### src/hw/rar_pkg.sv
// Package: register map, field layout, reset values and state codes
package rar_pkg;
  // Register offsets on the serial register port
  localparam logic [7:0] RAR_LIMIT_OFS = 8'h5c;
  localparam logic [7:0] RAR_AVGSHIFT_OFS = 8'h5e;
  localparam logic [7:0] RAR_NOISE_OFS = 8'h5f;
  localparam logic [7:0] RAR_AVG_OFS = 8'h60;
  localparam logic [7:0] RAR_PEAK_OFS = 8'h61;
  localparam logic [7:0] RAR_LOW_OFS = 8'h62;
  localparam logic [7:0] RAR_VBUS_OFS = 8'h63;
  // Field positions
  localparam int RAR_GTH_POS = 3;
  localparam int RAR_RETRY_POS = 0;
  localparam int RAR_AVGN_POS = 5;
  localparam int RAR_SHIFT_POS = 0;
  localparam int RAR_NOISE_POS = 0;
  localparam int RAR_DISCH_POS = 1;
  // Writable bit masks
  localparam logic [7:0] RAR_LIMIT_MASK = 8'h7f;
  localparam logic [7:0] RAR_NOISE_MASK = 8'h3f;
  localparam logic [7:0] RAR_VBUS_MASK = 8'h02;
  // Reset values
  localparam logic [7:0] RAR_LIMIT_RST = 8'h21;
  localparam logic [7:0] RAR_AVGSHIFT_RST = 8'h23;
  localparam logic [7:0] RAR_NOISE_RST = 8'h00;
  localparam logic [7:0] RAR_RESULT_RST = 8'h00;
  localparam logic [7:0] RAR_VBUS_RST = 8'h00;
  // Forced result codes
  localparam logic [7:0] RAR_CODE_LOW = 8'h00;
  localparam logic [7:0] RAR_CODE_FULL = 8'hff;
  // Measurement sequencer states
  typedef enum logic [1:0] {
    RAR_M_IDLE = 2'b00,
    RAR_M_SAMPLE = 2'b01,
    RAR_M_EVAL = 2'b10
  } rar_meas_state_type;
  // Serial slave states
  typedef enum logic [2:0] {
    RAR_S_IDLE = 3'b000,
    RAR_S_ADDR = 3'b001,
    RAR_S_AACK = 3'b010,
    RAR_S_WRITE = 3'b011,
    RAR_S_WACK = 3'b100,
    RAR_S_READ = 3'b101,
    RAR_S_RACK = 3'b110
  } rar_ser_state_type;
endpackage

### src/hw/rar_regbus_if.sv
// Interface: register access between serial slave and register file
`timescale 1ns/1ps
`default_nettype none
interface rar_regbus_if;
  logic [7:0] addr;  // Register pointer
  logic [7:0] wdata; // Write data
  logic wr;          // One-cycle write strobe
  logic [7:0] rdata; // Read data at pointer
  modport ctrl (output addr, output wdata, output wr, input rdata);
  modport regs (input addr, input wdata, input wr, output rdata);
endinterface
`default_nettype wire

### src/hw/rar_i2c_slave.sv
// Serial two-wire register slave with auto-incrementing pointer
`timescale 1ns/1ps
`default_nettype none
module rar_i2c_slave import rar_pkg::*; #(
  parameter logic [6:0] DEV_ADDR = 7'h2a // Arbitrary neutral address
) (
  input wire logic mclk,
  input wire logic reset,
  input wire logic scl_in,
  input wire logic sda_in,
  output logic sda_oe_r,
  rar_regbus_if.ctrl bus
);
  logic scl_s1_r, scl_s2_r, scl_d_r; // Clock line synchroniser and delay
  logic sda_s1_r, sda_s2_r, sda_d_r; // Data line synchroniser and delay
  rar_ser_state_type st_r, st_nxt;
  logic [3:0] cnt_r, cnt_nxt;        // Bit counter within byte
  logic [7:0] sh_r, sh_nxt;          // Shift register
  logic [7:0] ptr_r, ptr_nxt;        // Register pointer
  logic [7:0] wdata_r, wdata_nxt;
  logic wr_r, wr_nxt;
  logic rw_r, rw_nxt;                // Transfer direction, high for read
  logic first_r, first_nxt;          // Next written byte is the pointer
  logic inc_r, inc_nxt;              // Pointer step pending after data write
  logic oe_nxt;
  logic scl_rise, scl_fall, start_c, stop_c;

  // Two flops before any logic, third stage for edge detection
  always_ff @(posedge mclk or posedge reset) begin
    if (reset) begin
      {scl_s1_r, scl_s2_r, scl_d_r} <= 3'b111;
      {sda_s1_r, sda_s2_r, sda_d_r} <= 3'b111;
    end else begin
      {scl_s1_r, scl_s2_r, scl_d_r} <= {scl_in, scl_s1_r, scl_s2_r};
      {sda_s1_r, sda_s2_r, sda_d_r} <= {sda_in, sda_s1_r, sda_s2_r};
    end
  end

  assign scl_rise = scl_s2_r & ~scl_d_r;
  assign scl_fall = ~scl_s2_r & scl_d_r;
  assign start_c = scl_s2_r & scl_d_r & sda_d_r & ~sda_s2_r;
  assign stop_c = scl_s2_r & scl_d_r & ~sda_d_r & sda_s2_r;

  // Next-state logic of the byte engine
  always_comb begin
    st_nxt = st_r;
    cnt_nxt = cnt_r;
    sh_nxt = sh_r;
    ptr_nxt = ptr_r;
    wdata_nxt = wdata_r;
    wr_nxt = 1'b0;
    rw_nxt = rw_r;
    first_nxt = first_r;
    inc_nxt = inc_r;
    oe_nxt = sda_oe_r;
    if (stop_c) begin
      // A stop always returns to idle, so a host can recover the bus with it
      st_nxt = RAR_S_IDLE;
      oe_nxt = 1'b0;
    end else if (start_c) begin
      st_nxt = RAR_S_ADDR;
      cnt_nxt = 4'h0;
      oe_nxt = 1'b0;
    end else if (scl_rise) begin
      unique case (st_r)
        RAR_S_ADDR, RAR_S_WRITE: begin
          sh_nxt = {sh_r[6:0], sda_s2_r};
          cnt_nxt = cnt_r + 4'h1;
        end
        RAR_S_READ: cnt_nxt = cnt_r + 4'h1;
        RAR_S_RACK: if (sda_s2_r) st_nxt = RAR_S_IDLE; // Host refused more data
        default: ;
      endcase
    end else if (scl_fall) begin
      unique case (st_r)
        RAR_S_ADDR: if (cnt_r == 4'h8) begin
          if (sh_r[7:1] == DEV_ADDR) begin
            st_nxt = RAR_S_AACK;
            oe_nxt = 1'b1;
            rw_nxt = sh_r[0];
            first_nxt = ~sh_r[0];
          end else begin
            st_nxt = RAR_S_IDLE;
          end
        end
        RAR_S_AACK: begin
          cnt_nxt = 4'h0;
          if (rw_r) begin
            st_nxt = RAR_S_READ;
            sh_nxt = bus.rdata;
            oe_nxt = ~bus.rdata[7];
          end else begin
            st_nxt = RAR_S_WRITE;
            oe_nxt = 1'b0;
          end
        end
        RAR_S_WRITE: if (cnt_r == 4'h8) begin
          st_nxt = RAR_S_WACK;
          oe_nxt = 1'b1;
          if (first_r) begin
            ptr_nxt = sh_r;
            first_nxt = 1'b0;
          end else begin
            wr_nxt = 1'b1;
            wdata_nxt = sh_r;
            inc_nxt = 1'b1;
          end
        end
        RAR_S_WACK: begin
          st_nxt = RAR_S_WRITE;
          cnt_nxt = 4'h0;
          oe_nxt = 1'b0;
          if (inc_r) ptr_nxt = ptr_r + 8'h01;
          inc_nxt = 1'b0;
        end
        RAR_S_READ: if (cnt_r == 4'h8) begin
          st_nxt = RAR_S_RACK;
          oe_nxt = 1'b0;
          ptr_nxt = ptr_r + 8'h01;
        end else begin
          sh_nxt = {sh_r[6:0], 1'b0};
          oe_nxt = ~sh_r[6];
        end
        RAR_S_RACK: begin
          st_nxt = RAR_S_READ;
          cnt_nxt = 4'h0;
          sh_nxt = bus.rdata;
          oe_nxt = ~bus.rdata[7];
        end
        default: ;
      endcase
    end
  end

  // Registers of the byte engine; power-on reset leaves it idle
  always_ff @(posedge mclk or posedge reset) begin
    if (reset) begin
      st_r <= RAR_S_IDLE;
      cnt_r <= 4'h0;
      sh_r <= 8'h00;
      ptr_r <= 8'h00;
      wdata_r <= 8'h00;
      wr_r <= 1'b0;
      rw_r <= 1'b0;
      first_r <= 1'b0;
      inc_r <= 1'b0;
      sda_oe_r <= 1'b0;
    end else begin
      st_r <= st_nxt;
      cnt_r <= cnt_nxt;
      sh_r <= sh_nxt;
      ptr_r <= ptr_nxt;
      wdata_r <= wdata_nxt;
      wr_r <= wr_nxt;
      rw_r <= rw_nxt;
      first_r <= first_nxt;
      inc_r <= inc_nxt;
      sda_oe_r <= oe_nxt;
    end
  end

  assign bus.addr = ptr_r;
  assign bus.wdata = wdata_r;
  assign bus.wr = wr_r;
endmodule
`default_nettype wire

### src/hw/rar_top.sv
// Resistive ADC averaging, result registers and discharge control
//
// Function
// - Average two to the N samples
// - Subtract sideband shift on sideband-only measurements
// - Noise margin separates open from retry or abort on a saturated pass
// - Average register loaded, forced on outcomes
// - Peak register loaded, forced on outcomes
// - Lowest register loaded, forced on outcomes
// - Logic held reset until supply good
// - Ground when average at or below threshold and no sample saturated
// - Retry saturated measurement unless it reads open, then report abort
`timescale 1ns/1ps
`default_nettype none
module rar_top import rar_pkg::*; (
  input wire logic mclk,
  input wire logic reset,
  input wire logic scl_in,
  input wire logic sda_in,
  output logic sda_out_r,
  output logic sda_oe_r,
  input wire logic meas_start,
  input wire logic adc_valid,
  input wire logic [7:0] adc_data,
  input wire logic sbu_only,
  input wire logic pullup_min,
  output logic meas_done_r,
  output logic result_ground_r,
  output logic result_abort_r,
  output logic result_open_r,
  output logic discharge_en_r
);
  rar_regbus_if bus ();

  // Register file state
  logic [7:0] limit_r, limit_nxt;       // Ground threshold and retry count
  logic [7:0] avgshift_r, avgshift_nxt; // Averaging count and shift factor
  logic [7:0] noise_r, noise_nxt;       // Noise clamp margin
  logic discharge_nxt;
  // Measurement state
  rar_meas_state_type ms_r, ms_nxt;
  logic [14:0] acc_r, acc_nxt;          // Holds 128 full-scale samples
  logic [7:0] cnt_r, cnt_nxt;           // Samples taken this pass
  logic [7:0] peak_r, peak_nxt;
  logic [7:0] low_r, low_nxt;
  logic [2:0] tries_r, tries_nxt;       // Retries used so far
  logic [7:0] avg_res_r, avg_res_nxt;   // Final average reading
  logic [7:0] peak_res_r, peak_res_nxt; // Final peak reading
  logic [7:0] low_res_r, low_res_nxt;   // Final lowest reading
  logic done_nxt, gnd_nxt, abort_nxt, open_nxt;
  // Decoded fields and evaluation terms
  logic [2:0] avg_n, retry_cnt;
  logic [3:0] gth;
  logic [4:0] shift_f;
  logic [5:0] margin;
  logic [7:0] target, sample, avg_calc, gnd_level, open_level;
  logic [14:0] acc_shifted;
  logic saturated, near_full, retry_cond;

  rar_i2c_slave u_ser (
    .mclk(mclk),
    .reset(reset),
    .scl_in(scl_in),
    .sda_in(sda_in),
    .sda_oe_r(sda_oe_r),
    .bus(bus.ctrl)
  );

  // Saturating subtraction keeps tiny readings from wrapping to full scale
  function automatic logic [7:0] sat_sub(input logic [7:0] a, input logic [4:0] b);
    logic [7:0] bw;
    bw = {3'b000, b};
    return (a > bw) ? a - bw : 8'h00;
  endfunction

  assign avg_n = avgshift_r[RAR_AVGN_POS +: 3];
  assign shift_f = avgshift_r[RAR_SHIFT_POS +: 5];
  assign gth = limit_r[RAR_GTH_POS +: 4];
  assign retry_cnt = limit_r[RAR_RETRY_POS +: 3];
  assign margin = noise_r[RAR_NOISE_POS +: 6];

  // Sample count and averaging by shift
  assign target = 8'h01 << avg_n;
  assign acc_shifted = acc_r >> avg_n;
  assign avg_calc = acc_shifted[7:0];
  // Shift factor applies only when sideband lines alone are pulled up
  assign sample = sbu_only ? sat_sub(adc_data, shift_f) : adc_data;
  // Open needs the average within the noise margin of full scale
  assign open_level = RAR_CODE_FULL - {2'b00, margin};
  assign near_full = avg_calc >= open_level;
  assign saturated = peak_r == RAR_CODE_FULL;
  assign retry_cond = saturated & (~pullup_min | ~near_full);
  assign gnd_level = {gth, 4'h0};

  // Register reads; unmapped and reserved bits read zero
  always_comb begin
    unique case (bus.addr)
      RAR_LIMIT_OFS: bus.rdata = limit_r;
      RAR_AVGSHIFT_OFS: bus.rdata = avgshift_r;
      RAR_NOISE_OFS: bus.rdata = noise_r;
      RAR_AVG_OFS: bus.rdata = avg_res_r;
      RAR_PEAK_OFS: bus.rdata = peak_res_r;
      RAR_LOW_OFS: bus.rdata = low_res_r;
      RAR_VBUS_OFS: bus.rdata = {6'h00, discharge_en_r, 1'b0};
      default: bus.rdata = 8'h00;
    endcase
  end

  // Register writes; result registers ignore writes
  always_comb begin
    limit_nxt = limit_r;
    avgshift_nxt = avgshift_r;
    noise_nxt = noise_r;
    discharge_nxt = discharge_en_r;
    if (bus.wr) begin
      unique case (bus.addr)
        RAR_LIMIT_OFS: limit_nxt = bus.wdata & RAR_LIMIT_MASK;
        RAR_AVGSHIFT_OFS: avgshift_nxt = bus.wdata;
        RAR_NOISE_OFS: noise_nxt = bus.wdata & RAR_NOISE_MASK;
        RAR_VBUS_OFS: discharge_nxt = bus.wdata[RAR_DISCH_POS];
        default: ;
      endcase
    end
  end

  // Measurement sequencer next state
  always_comb begin
    ms_nxt = ms_r;
    acc_nxt = acc_r;
    cnt_nxt = cnt_r;
    peak_nxt = peak_r;
    low_nxt = low_r;
    tries_nxt = tries_r;
    avg_res_nxt = avg_res_r;
    peak_res_nxt = peak_res_r;
    low_res_nxt = low_res_r;
    done_nxt = 1'b0;
    gnd_nxt = result_ground_r;
    abort_nxt = result_abort_r;
    open_nxt = result_open_r;
    unique case (ms_r)
      RAR_M_IDLE: if (meas_start) begin
        ms_nxt = RAR_M_SAMPLE;
        acc_nxt = 15'h0000;
        cnt_nxt = 8'h00;
        tries_nxt = 3'h0;
      end
      RAR_M_SAMPLE: if (adc_valid) begin
        acc_nxt = acc_r + {7'h00, sample};
        cnt_nxt = cnt_r + 8'h01;
        peak_nxt = (cnt_r == 8'h00 || sample > peak_r) ? sample : peak_r;
        low_nxt = (cnt_r == 8'h00 || sample < low_r) ? sample : low_r;
        if (cnt_r + 8'h01 == target) ms_nxt = RAR_M_EVAL;
      end
      RAR_M_EVAL: begin
        if (retry_cond && tries_r < retry_cnt) begin
          // Saturated pass is thrown away and taken again
          ms_nxt = RAR_M_SAMPLE;
          tries_nxt = tries_r + 3'h1;
          acc_nxt = 15'h0000;
          cnt_nxt = 8'h00;
        end else begin
          ms_nxt = RAR_M_IDLE;
          done_nxt = 1'b1;
          abort_nxt = retry_cond;
          open_nxt = ~retry_cond & saturated;
          gnd_nxt = ~saturated & (avg_calc <= gnd_level);
          if (retry_cond || (!saturated && avg_calc <= gnd_level)) begin
            avg_res_nxt = RAR_CODE_LOW;
            peak_res_nxt = RAR_CODE_LOW;
            low_res_nxt = RAR_CODE_LOW;
          end else if (saturated) begin
            avg_res_nxt = RAR_CODE_FULL;
            peak_res_nxt = RAR_CODE_FULL;
            low_res_nxt = RAR_CODE_FULL;
          end else begin
            avg_res_nxt = avg_calc;
            peak_res_nxt = peak_r;
            low_res_nxt = low_r;
          end
        end
      end
      default: ms_nxt = RAR_M_IDLE; // Unused code recovers to idle
    endcase
  end

  // All state registers; reset is the power-on reset, held until supply good
  always_ff @(posedge mclk or posedge reset) begin
    if (reset) begin
      limit_r <= RAR_LIMIT_RST;
      avgshift_r <= RAR_AVGSHIFT_RST;
      noise_r <= RAR_NOISE_RST;
      discharge_en_r <= RAR_VBUS_RST[RAR_DISCH_POS];
      ms_r <= RAR_M_IDLE;
      acc_r <= 15'h0000;
      cnt_r <= 8'h00;
      peak_r <= 8'h00;
      low_r <= 8'h00;
      tries_r <= 3'h0;
      avg_res_r <= RAR_RESULT_RST;
      peak_res_r <= RAR_RESULT_RST;
      low_res_r <= RAR_RESULT_RST;
      meas_done_r <= 1'b0;
      result_ground_r <= 1'b0;
      result_abort_r <= 1'b0;
      result_open_r <= 1'b0;
      sda_out_r <= 1'b0;
    end else begin
      limit_r <= limit_nxt;
      avgshift_r <= avgshift_nxt;
      noise_r <= noise_nxt;
      discharge_en_r <= discharge_nxt;
      ms_r <= ms_nxt;
      acc_r <= acc_nxt;
      cnt_r <= cnt_nxt;
      peak_r <= peak_nxt;
      low_r <= low_nxt;
      tries_r <= tries_nxt;
      avg_res_r <= avg_res_nxt;
      peak_res_r <= peak_res_nxt;
      low_res_r <= low_res_nxt;
      meas_done_r <= done_nxt;
      result_ground_r <= gnd_nxt;
      result_abort_r <= abort_nxt;
      result_open_r <= open_nxt;
      sda_out_r <= 1'b0; // Open drain: only ever pulls low
    end
  end
endmodule
`default_nettype wire

### config.mk
export PLATFORM = sky130hd
export DESIGN_NAME = rar_top
export DESIGN_NICKNAME = d
export VERILOG_FILES = /design/src/hw/rar_pkg.sv /design/src/hw/rar_regbus_if.sv /design/src/hw/rar_i2c_slave.sv /design/src/hw/rar_top.sv
export SDC_FILE = /design/constraint.sdc
export NUM_CORES = 1
export LEC_CHECK = 0
export ABC_AREA = 1
export BUFFER_PORTS_ARGS = -buffer_cell sky130_fd_sc_hd__buf_4
export CORE_UTILIZATION = 45
export DETAILED_ROUTE_END_ITERATION = 16
export SYNTH_ARGS = -nofsm -noshare
export SYNTH_HDL_FRONTEND = slang
export SYNTH_SLANG_ARGS = --single-unit
### constraint.sdc
create_clock -name mclk -period 9.9 [get_ports mclk]
set_clock_uncertainty 0.15 [all_clocks]
set_input_delay 1.98 -clock mclk [delete_from_list [all_inputs] [get_ports mclk]]
set_output_delay 1.98 -clock mclk [all_outputs]
set_load 0.02 [all_outputs]
Word-level counts from Yosys, hierarchy flattened
Index checks and enable logic that the tools add are counted.
- reduce and logical (&&, ||, !) cells: 42
- add/subtract/negate cells: 7
- divide/modulo/power cells: 0
- multiply operators: 0
- bitwise operators: 27
- shifts and indexed selects: 2
- $lt $le $gt $ge: 6
- equal/unequal tests: 44
- mux-type cells: 79
- operator list (operator ; number):
    $mux W8 ; 20
    $pmux W8 S3 ; 3
    $eq A8 B7 Y1 const B ; 7
    $pmux W8 S7 ; 1
    $mux W15 ; 3
    $pmux W15 S3 ; 1
    $mux W3 ; 12
    $reduce_and A7 Y1 ; 5
    $mux W1 ; 24
    $mux W4 ; 5
    $pmux W3 S6 ; 1
    $add A8 B1 Y8 const B ; 2
    $not A1 Y1 ; 16
    $add A15 B8 Y15 ; 1
    $ne A5 B1 Y1 const B ; 3
    $reduce_bool A3 Y1 ; 5
    $shr A15 B3 Y8 ; 1
    $ne A2 B1 Y1 const B ; 6
    $ne A2 B2 Y1 const B ; 6
    $ne A4 B1 Y1 const B ; 3
    $reduce_and A3 Y1 ; 4
    $and A1 B1 Y1 ; 10
    $reduce_and A2 Y1 ; 5
    $eq A3 B3 Y1 const B ; 3
    other kinds (45) ; 60
- memories: 0
- logic and storage cells: 240
- bits of input ports: 16
- bits in writable memories: 0
- ROM bits: 0
- latch bits: 0
- register bits: 136

Depth between registers and ports, before layout
Gate-level depths: netlist of the first run.
- word-level depth: 9
- mapped depth: 25
- mapped depth without buffers: 25

Hierarchy
Synthesis of the first run repeated with hierarchy kept, for this count alone.
- cell total of the unflattened synthesis: 1245
- area, all modules: 9101.2 um2
- modules (own cells, without submodules) (module ; cells each ; times used ; area an instance (um2)):
    rar_top ; 901 ; 1 ; 6547.5
    rar_i2c_slave ; 344 ; 1 ; 2553.7

Worst setup path after synthesis of the first run
OpenSTA, ideal clock, no wires.
- path kind: input to register
- start: input adc_data[0]
- end: register acc_r[9]
- stages on the path: 21
- slack: 4.725 ns
- arrival: 4.951 ns
- buffers on the path: 0
- required time: 9.676 ns
- setup time: 0.074 ns
- cell sequence: inv_1 -> ha_1 -> fa_1 -> inv_1 -> nand3_1 -> nand2_1 -> nand2_1 -> nand2_1 -> nand2_1 -> nand2_1 -> inv_1 -> nor3_1 -> ha_1 -> nand2_1 -> o21ai_0 -> a21oi_1 -> nor2_1 -> o21ai_0 -> xor2_1 -> or2_2 -> o21ai_2
- longest elaborated chain between the ends: 6
- elaborated cells between the ends (all ways): 7
- RTL lines (item ; RTL line ; source):
    start, declared ; rar_top.sv:24 ; input wire logic [7:0] adc_data,
    $sub A8 B5 Y8 / $gt A8 B5 Y1 (equally long branches) ; rar_top.sv:73 ; return (a > bw) ? a - bw : 8'h00;
    $mux W8 (*) ; rar_top.sv:73 ;
    $mux W8 (*) ; rar_top.sv:87 ; assign sample = sbu_only ? sat_sub(adc_data, shift_f) : adc_data;
    net sample[5] ; rar_top.sv:56 ; logic [7:0] target, sample, avg_calc, gnd_level, open_level;
    $add A15 B8 Y15 (*) ; rar_top.sv:149 ; acc_nxt = acc_r + {7'h00, sample};
    $mux W15 (*) ; rar_top.sv:148 ; RAR_M_SAMPLE: if (adc_valid) begin
    $pmux W15 S3 (*) ; rar_top.sv:141 ; unique case (ms_r)
    end signal, assigned ; rar_top.sv:214 ; acc_r <= acc_nxt;
    end, declared ; rar_top.sv:42 ; logic [14:0] acc_r, acc_nxt;
The timed path passes the listed nets; every way through them passes the cells marked *. The select of a mux whose other input is x is not followed.
A chain may end at the register's enable or synchronous reset.

Worst setup path after layout of the first run
Ends and elaborated chain as after synthesis.

==> impl_metrics.json, run 1 <==
{
  "yosys-mux-area-fraction": 0.00226,
  "synth_top_family_by_area": "simple AND/OR/NAND/NOR gates",
  "area_used_by_multi_input_combinational_logic_um2": 4640,
  "setup_tns_ns": 0,
  "synthTopCellsByArea": "sky130_fd_sc_hd__dfrtp_1, sky130_fd_sc_hd__nand2_1, sky130_fd_sc_hd__ha_1, sky130_fd_sc_hd__inv_1, sky130_fd_sc_hd__o21ai_0",
  "die_width_um": 142,
  "final-max-slew-violation-count": 0,
  "final_layout_size_suffix_gt1_frac": 0.124,
  "min_period_ns": 5.46,
  "synthesized_netlist_cell_count": 1155,
  "ioPinCount": 23,
  "critical_path_arrival_ns": 5.66,
  "die-area_um2": 20300,
  "globalRoute.totalOverflow": 0,
  "synth_simple_gate_area_share": 0.256,
  "numCtsBuffers": 17,
  "setup_violations": 0,
  "asyncSetResetFlopFracSynth": 1.00,
  "gr_util_met2": 0.388,
  "stdcell_area_um2": 9770,
  "status": "finished clean",
  "core_area_um2": 19000,
  "hold_viol": 0,
  "synth_warnings": 0,
  "clock_power_share": 0.286,
  "power_switching_mw": 0.936,
  "synth_area_um2": 8870,
  "dp.final_hpwl_um": 17000,
  "first_global_vias": 7217,
  "num_antenna_cells": 0,
  "gr-max-usage-layer": "met2",
  "timing.critical_path.required_ns": 10.10,
  "nFillCells": 1909,
  "globalRouteTotalUtil": 0.242,
  "cts.htree.levels": 4,
  "power_per_cell_area_nw_per_um2": 237,
  "critPathLaunchType": "input pin",
  "synth_compound_gate_area_share": 0.163,
  "clkLatencyLatePin_ns": 0.43,
  "regArea_um2": 3420,
  "routed_via_density": 5.30,
  "share_seq_of_total_power": 0.348,
  "drt_first_pass_iters": 5,
  "syn_area_per_cell_um2": 7.68,
  "globalplace.congestion": 0.974,
  "tightestPinTransition_ns": 0.888,
  "final.hold.worst_slack_ns": 0.204,
  "ys_seq_elements": 136,
  "clk_pin_slew_worst_paths_ns": 0.07,
  "post_drt_wl_per_cell_um": 15.9,
  "crit_type": "input pin to flip-flop",
  "total_detailed_routing_wirelength_um": 22900,
  "slew-limit-headroom": 0.401,
  "finalCritPeriodShare": 0.551,
  "grt_first_pass_wirelength_um": 38000,
  "grt_start_max_net_pins": 80,
  "initial_core_util": 0.467,
  "fmaxAchievable_ghz": 0.183,
  "tritoncts": "done",
  "synth_top_cell_by_area": "sky130_fd_sc_hd__dfrtp_1",
  "global_route.usage.met3": 0.0407,
  "combinationalPowerShare": 0.366,
  "netSwitchingFraction": 0.404,
  "commonest_non_fill_non_tap_cell_in_the_layout": "sky130_fd_sc_hd__nand2_1",
  "num_vias": 7641,
  "global_route.usage.met1": 0.340,
  "drt.antenna.violating_nets": 0,
  "cts_hold_buffers": 0,
  "areaGrowthSynthToFinish_pct": 10.1,
  "drt_iter0_markers": 472,
  "crit_fanout": 6,
  "end_kind": "flip-flop",
  "synth_enable_flop_cells": 0,
  "internal_power_mw": 1.38,
  "placed_cells": 1410,
  "finalPower_mw": 2.31,
  "design.final.nets": 1239,
  "yosysSeqAreaShare": 0.385,
  "worst_hold_path_type": "flip-flop to flip-flop",
  "port-buffer-count": 21,
  "max-clock-path-buffers": 2,
  "synth.distinct_cells": 56,
  "cts_sinks": 136,
  "cts.repair.resized": 0,
  "ys_dominant_reg_cell": "sky130_fd_sc_hd__dfrtp_1",
  "rsz0062_at_grt": "false",
  "cts_setup_buffers": 0,
  "p_leak_nw": 4.68,
  "worst_ir_drop_vdd_mv": 0.117,
  "clock_tree.root_cell": "sky130_fd_sc_hd__clkbuf_16",
  "syn_nets": 1225,
  "grt_antenna_before_repair": 0,
  "synth_largest_type_area_fraction": 0.353,
  "synth_adder_area_share": 0.0778,
  "max-cap-violations": 0,
  "fin_cells": 1441,
  "layout.cells.most_common_list": "sky130_fd_sc_hd__nand2_1, sky130_fd_sc_hd__inv_1, sky130_fd_sc_hd__dfrtp_1",
  "chipHeight_um": 142,
  "drt_drc_violations_left": 0,
  "place_area_um2": 9170,
  "synthXorXnorAreaFrac": 0.0237,
  "placement_rows": 50
}
[metal layers]
layer	wire length (µm)	part of all wire	vias up
li1	-	-	3829
met1	11100	0.48	3620
met2	10600	0.46	163
met3	831	0.036	29
met4	351	0.015	0
met5	0	0	-
[power by group through the flow]
stage               Combinational, mW  Sequential, mW  Clock, mW
finish                          0.848           0.804      0.661
global route                    0.972           0.822      0.696
CTS                             0.854           0.802      0.670
detailed placement              0.847           0.810          0
global placement                0.838           0.809          0
floorplan                       0.682           0.782          0
[cell type report]
cell class | instances | area share
well taps | 260 | 0.0333
flip-flops and latches | 136 | 0.350
multi-input cells | 832 | 0.475
repair buffers | 25 | 0.0192
inverters | 157 | 0.0611
clock buffers | 19 | 0.0464
clock inverters | 12 | 0.0154
[path summary, 6_finish.rpt]
check	startpoint	endpoint	slack, ns	depth (start not counted)
min in group asynchronous	reset	acc_r[12]	1.55	2
max in group asynchronous	reset	avg_res_r[3]	6.78	3
hold / removal	u_ser.scl_s1_r	u_ser.scl_s2_r	0.20	0
setup reg to reg	avgshift_r[1]	acc_r[9]	5.69	18
setup / recovery	adc_data[0]	acc_r[9]	4.44	22
hold reg to reg	u_ser.scl_s1_r	u_ser.scl_s2_r	0.20	0
[sequential cells by signal, indices dropped and copies added, names as in the netlist, 2 cells and up]
| signal | count |
|---|---|
| acc_r | 15 |
| avg_res_r | 8 |
| avgshift_r | 8 |
| cnt_r | 8 |
| limit_r | 7 |
| low_r | 8 |
| low_res_r | 8 |
| ms_r | 2 |
| noise_r | 6 |
| peak_r | 8 |
| peak_res_r | 8 |
| tries_r | 3 |
| u_ser.bus.addr | 8 |
| u_ser.bus.wdata | 8 |
| u_ser.cnt_r | 4 |
| u_ser.sh_r | 8 |
| u_ser.st_r | 3 |
[worst max-delay path, stage by stage]
cell and delay [ns]:
sky130_fd_sc_hd__buf_4 0.08, sky130_fd_sc_hd__inv_1 0.03, sky130_fd_sc_hd__ha_1 0.22, sky130_fd_sc_hd__fa_1 0.40, sky130_fd_sc_hd__inv_1 0.07, sky130_fd_sc_hd__nand3_1 0.08
sky130_fd_sc_hd__nand2_1 0.10, sky130_fd_sc_hd__nand2_1 0.05, sky130_fd_sc_hd__nand2_1 0.05, sky130_fd_sc_hd__nand2_1 0.07, sky130_fd_sc_hd__nand2_1 0.13, sky130_fd_sc_hd__inv_1 0.09
sky130_fd_sc_hd__nor3_1 0.66, sky130_fd_sc_hd__ha_1 0.43, sky130_fd_sc_hd__nand2_1 0.14, sky130_fd_sc_hd__o21ai_0 0.13, sky130_fd_sc_hd__a21oi_1 0.18, sky130_fd_sc_hd__nor2_1 0.07
sky130_fd_sc_hd__o21ai_0 0.20, sky130_fd_sc_hd__xor2_1 0.09, sky130_fd_sc_hd__or2_2 0.29, sky130_fd_sc_hd__o21ai_2 0.12
[cells in the mapped netlist (7+ instances only)]
library cell and n:
sky130_fd_sc_hd__nand2_1 293, sky130_fd_sc_hd__a21oi_1 38, sky130_fd_sc_hd__o21ai_2 29, sky130_fd_sc_hd__dfrtp_1 125, sky130_fd_sc_hd__o211ai_1 7, sky130_fd_sc_hd__dfstp_2 11
sky130_fd_sc_hd__nor3_1 18, sky130_fd_sc_hd__buf_6 10, sky130_fd_sc_hd__nand4_1 12, sky130_fd_sc_hd__nor2_1 86, sky130_fd_sc_hd__inv_1 147, sky130_fd_sc_hd__nand3_1 58
sky130_fd_sc_hd__clkbuf_1 8, sky130_fd_sc_hd__o21ai_1 10, sky130_fd_sc_hd__xor2_1 18, sky130_fd_sc_hd__a22oi_1 15, sky130_fd_sc_hd__or2_2 16, sky130_fd_sc_hd__inv_2 7
sky130_fd_sc_hd__ha_1 52, sky130_fd_sc_hd__a221oi_1 9, sky130_fd_sc_hd__o21ai_0 97
[cells by family after synthesis]
family | count (synthesis)
other | 1
XOR/XNOR | 24
buffers and inverters | 187
AO/OA/AOI/OAI | 233
adder cells (fa/ha/maj) | 54
flip-flops | 136
AND/OR/NAND/NOR | 518
multiplexers | 2
[metrics by stage]
| stage | utilization | worst slack, ns |
|---|---|---|
| finish | 0.514 | 4.44 |
| global route | 0.514 | 4.13 |
| CTS | 0.514 | 4.49 |
| detailed placement | 0.482 | 4.06 |
| global placement | 0.482 | 4.14 |
| floorplan | - | 4.15 |
Note: power is estimated with default switching activity, not from simulation.
==> run 2: changes to the inputs <==
==> constraint.sdc (replaced) <==
create_clock -name mclk -period 4.55 [get_ports mclk]
set_clock_uncertainty 0.15 [all_clocks]
set_input_delay 0.91 -clock mclk [delete_from_list [all_inputs] [get_ports mclk]]
set_output_delay 0.91 -clock mclk [all_outputs]
set_load 0.02 [all_outputs]
==> run 2 against run 1 <==
- combinational power up 120%
- clock-buffer cell count rose by 3
- sequential power rose by 120%
- total power increased by 120%
- flip-flop and latch count stayed put
==> impl_metrics.json, run 2 (synthesis gave the netlist of run 1 again) <==
{
  "cts_setup_buffers": 0,
  "initial_core_util": 0.467,
  "cts_hold_buffers": 0,
  "timing.critical_path.slowest_cell_delay_ns": 0.41,
  "p_leak_nw": 4.74,
  "numCtsBuffers": 17,
  "drt_iter0_markers": 514,
  "globalplace.congestion": 0.898,
  "critical_path_arrival_ns": 4.21,
  "die-area_um2": 20300,
  "placement_rows": 50,
  "capture_instance_of_the_worst_register_to_register_path": "acc_r[8]",
  "total_detailed_routing_wirelength_um": 22000,
  "num_antenna_cells": 0,
  "power_per_cell_area_nw_per_um2": 520,
  "share_seq_of_total_power": 0.340,
  "commonest_non_fill_non_tap_cell_in_the_layout": "sky130_fd_sc_hd__nand2_1",
  "post-route-worst-setup-slack_ns": 0.522,
  "tightestPinTransition_ns": 0.888,
  "cts.htree.levels": 4,
  "startpoint": "adc_data[0]",
  "die_width_um": 142,
  "final.hold.worst_slack_ns": 0.206,
  "grt_start_max_net_pins": 137,
  "ioPinCount": 23,
  "power_switching_mw": 2.00,
  "finalCritPeriodShare": 0.885,
  "dp.final_hpwl_um": 16200,
  "hold_viol": 0,
  "status": "finished clean",
  "ff2ff_path_depth": 20,
  "drt.antenna.violating_nets": 0,
  "first_global_vias": 7224,
  "clk_pin_slew_worst_paths_ns": 0.06,
  "min_period_ns": 4.03,
  "crit_fanout": 4,
  "worst_hold_path_type": "flip-flop to flip-flop",
  "routed_via_density": 5.21,
  "num_vias": 7542,
  "worstPathCellList": "buf_4, inv_1, ha_1, fa_1, inv_1, nand3_1, nand2_1, nand2_1, nand2_1, nand2_1, nand2_1, nand2_1, inv_1, ha_1, inv_1, fa_1, nor2_1, a21oi_1, o21ai_0, nand2_1, xor2_1, or2_2, o21ai_2",
  "areaGrowthSynthToFinish_pct": 11.4,
  "clkLatencyLatePin_ns": 0.42,
  "worst_hold_path.num_cells": 0,
  "cts_sinks": 136,
  "largest_register_ff_count": 15,
  "timing.critical_path.required_ns": 4.73,
  "drt_drc_violations_left": 0,
  "cts.repair.resized": 0,
  "hold_start": "u_ser.sda_s1_r",
  "rsz0062_at_grt": "false",
  "final-max-slew-violation-count": 0,
  "setup_tns_ns": 0,
  "nFillCells": 1858,
  "reg2reg_from": "avgshift_r[1]",
  "setup_violations": 0,
  "pre_cts_slack_ns": 0.114,
  "design.final.nets": 1245,
  "internal_power_mw": 3.14,
  "clock_power_share": 0.304,
  "fmaxAchievable_ghz": 0.248,
  "worst_ir_drop_vdd_mv": 0.243,
  "final_layout_size_suffix_gt1_frac": 0.128,
  "max-cap-violations": 0,
  "tritoncts": "done",
  "post_drt_wl_per_cell_um": 15.2,
  "slew-limit-headroom": 0.403,
  "grt_antenna_before_repair": 0,
  "min_delay_worst_endpoint": "u_ser.sda_s2_r",
  "globalRoute.totalOverflow": 0,
  "ff2ff_setup_slack_ns": 0.65,
  "crit_type": "input pin to flip-flop",
  "globalRouteTotalUtil": 0.234,
  "clock_tree.root_cell": "sky130_fd_sc_hd__clkbuf_16",
  "cpMaxStageDelayCell": "sky130_fd_sc_hd__fa_1",
  "grt_first_pass_wirelength_um": 36700,
  "end_kind": "flip-flop",
  "port-buffer-count": 21,
  "max_flop_register": "acc_r",
  "core_area_um2": 19000,
  "finalPower_mw": 5.14,
  "utilization": 0.520,
  "drt_first_pass_iters": 6,
  "netSwitchingFraction": 0.390,
  "max-clock-path-buffers": 2,
  "critical_path.most_common_cell": "sky130_fd_sc_hd__nand2_1",
  "critPathLaunchType": "input pin",
  "layout.cells.most_common_list": "sky130_fd_sc_hd__nand2_1, sky130_fd_sc_hd__inv_1, sky130_fd_sc_hd__dfrtp_1",
  "chipHeight_um": 142,
  "combinationalPowerShare": 0.357
}
-- run 2: changes by cell type in the layout (fill, tap and decap cells not counted), sizes merged --
cell / delta
bufinv: +2
clkbuf: +3
clkinvlp: -1
clkinv: -3
buf: +6
-- run 2: worst max path at each step --
stage          slack [ns]        end
2_1_floorplan        0.44   acc_r[9]
3_3_place_gp         0.16  acc_r[10]
3_5_place_dp         0.11  acc_r[10]
4_1_cts              0.55  acc_r[10]
5_1_grt              0.17  acc_r[10]
6_report             0.52  acc_r[10]
-- run 2: per-stage QoR --
stage	std cells	area (µm²)
after global routing	1448	9890
final	1448	9890
after detailed placement	1416	9220
after CTS	1448	9890
after global placement	1416	9220
after floorplan	1155	8880
-- run 2: power by group through the flow --
stage | registers (mW) | clock network [mW] | logic (mW)
after floorplan | 1.70 | 0 | 1.48
after global placement | 1.76 | 0 | 1.80
after detailed placement | 1.76 | 0 | 1.83
after CTS | 1.75 | 1.58 | 1.84
after global routing | 1.79 | 1.63 | 2.10
final | 1.75 | 1.56 | 1.83
-- run 2: layout make-up --
type / instances / area, µm² / share of cell area
well taps: 260 / 325 / 0.0329
inverters: 157 / 596 / 0.0602
multi-input cells: 832 / 4640 / 0.469
clock buffers: 22 / 474 / 0.0480
repair buffers: 31 / 245 / 0.0248
clock inverters: 10 / 189 / 0.0191
flip-flops and latches: 136 / 3420 / 0.346
-- run 2: metal layers --
metal  global-route usage  up-vias  part of all wire
met5                    0        -                 0
met4               0.0606        0             0.012
met3               0.0404       21             0.039
met2                0.370      140              0.45
met1                0.330     3551              0.49
li1                     -     3830                 -
-- run 2: critical path: cells and delay by family --
kind	cells	cell delay, ns
AO/OA/AOI/OAI	3	0.51
buffers and inverters	5	0.34
AND/OR/NAND/NOR	10	1.11
adder cells (fa/ha/maj)	4	1.18
XOR/XNOR	1	0.14
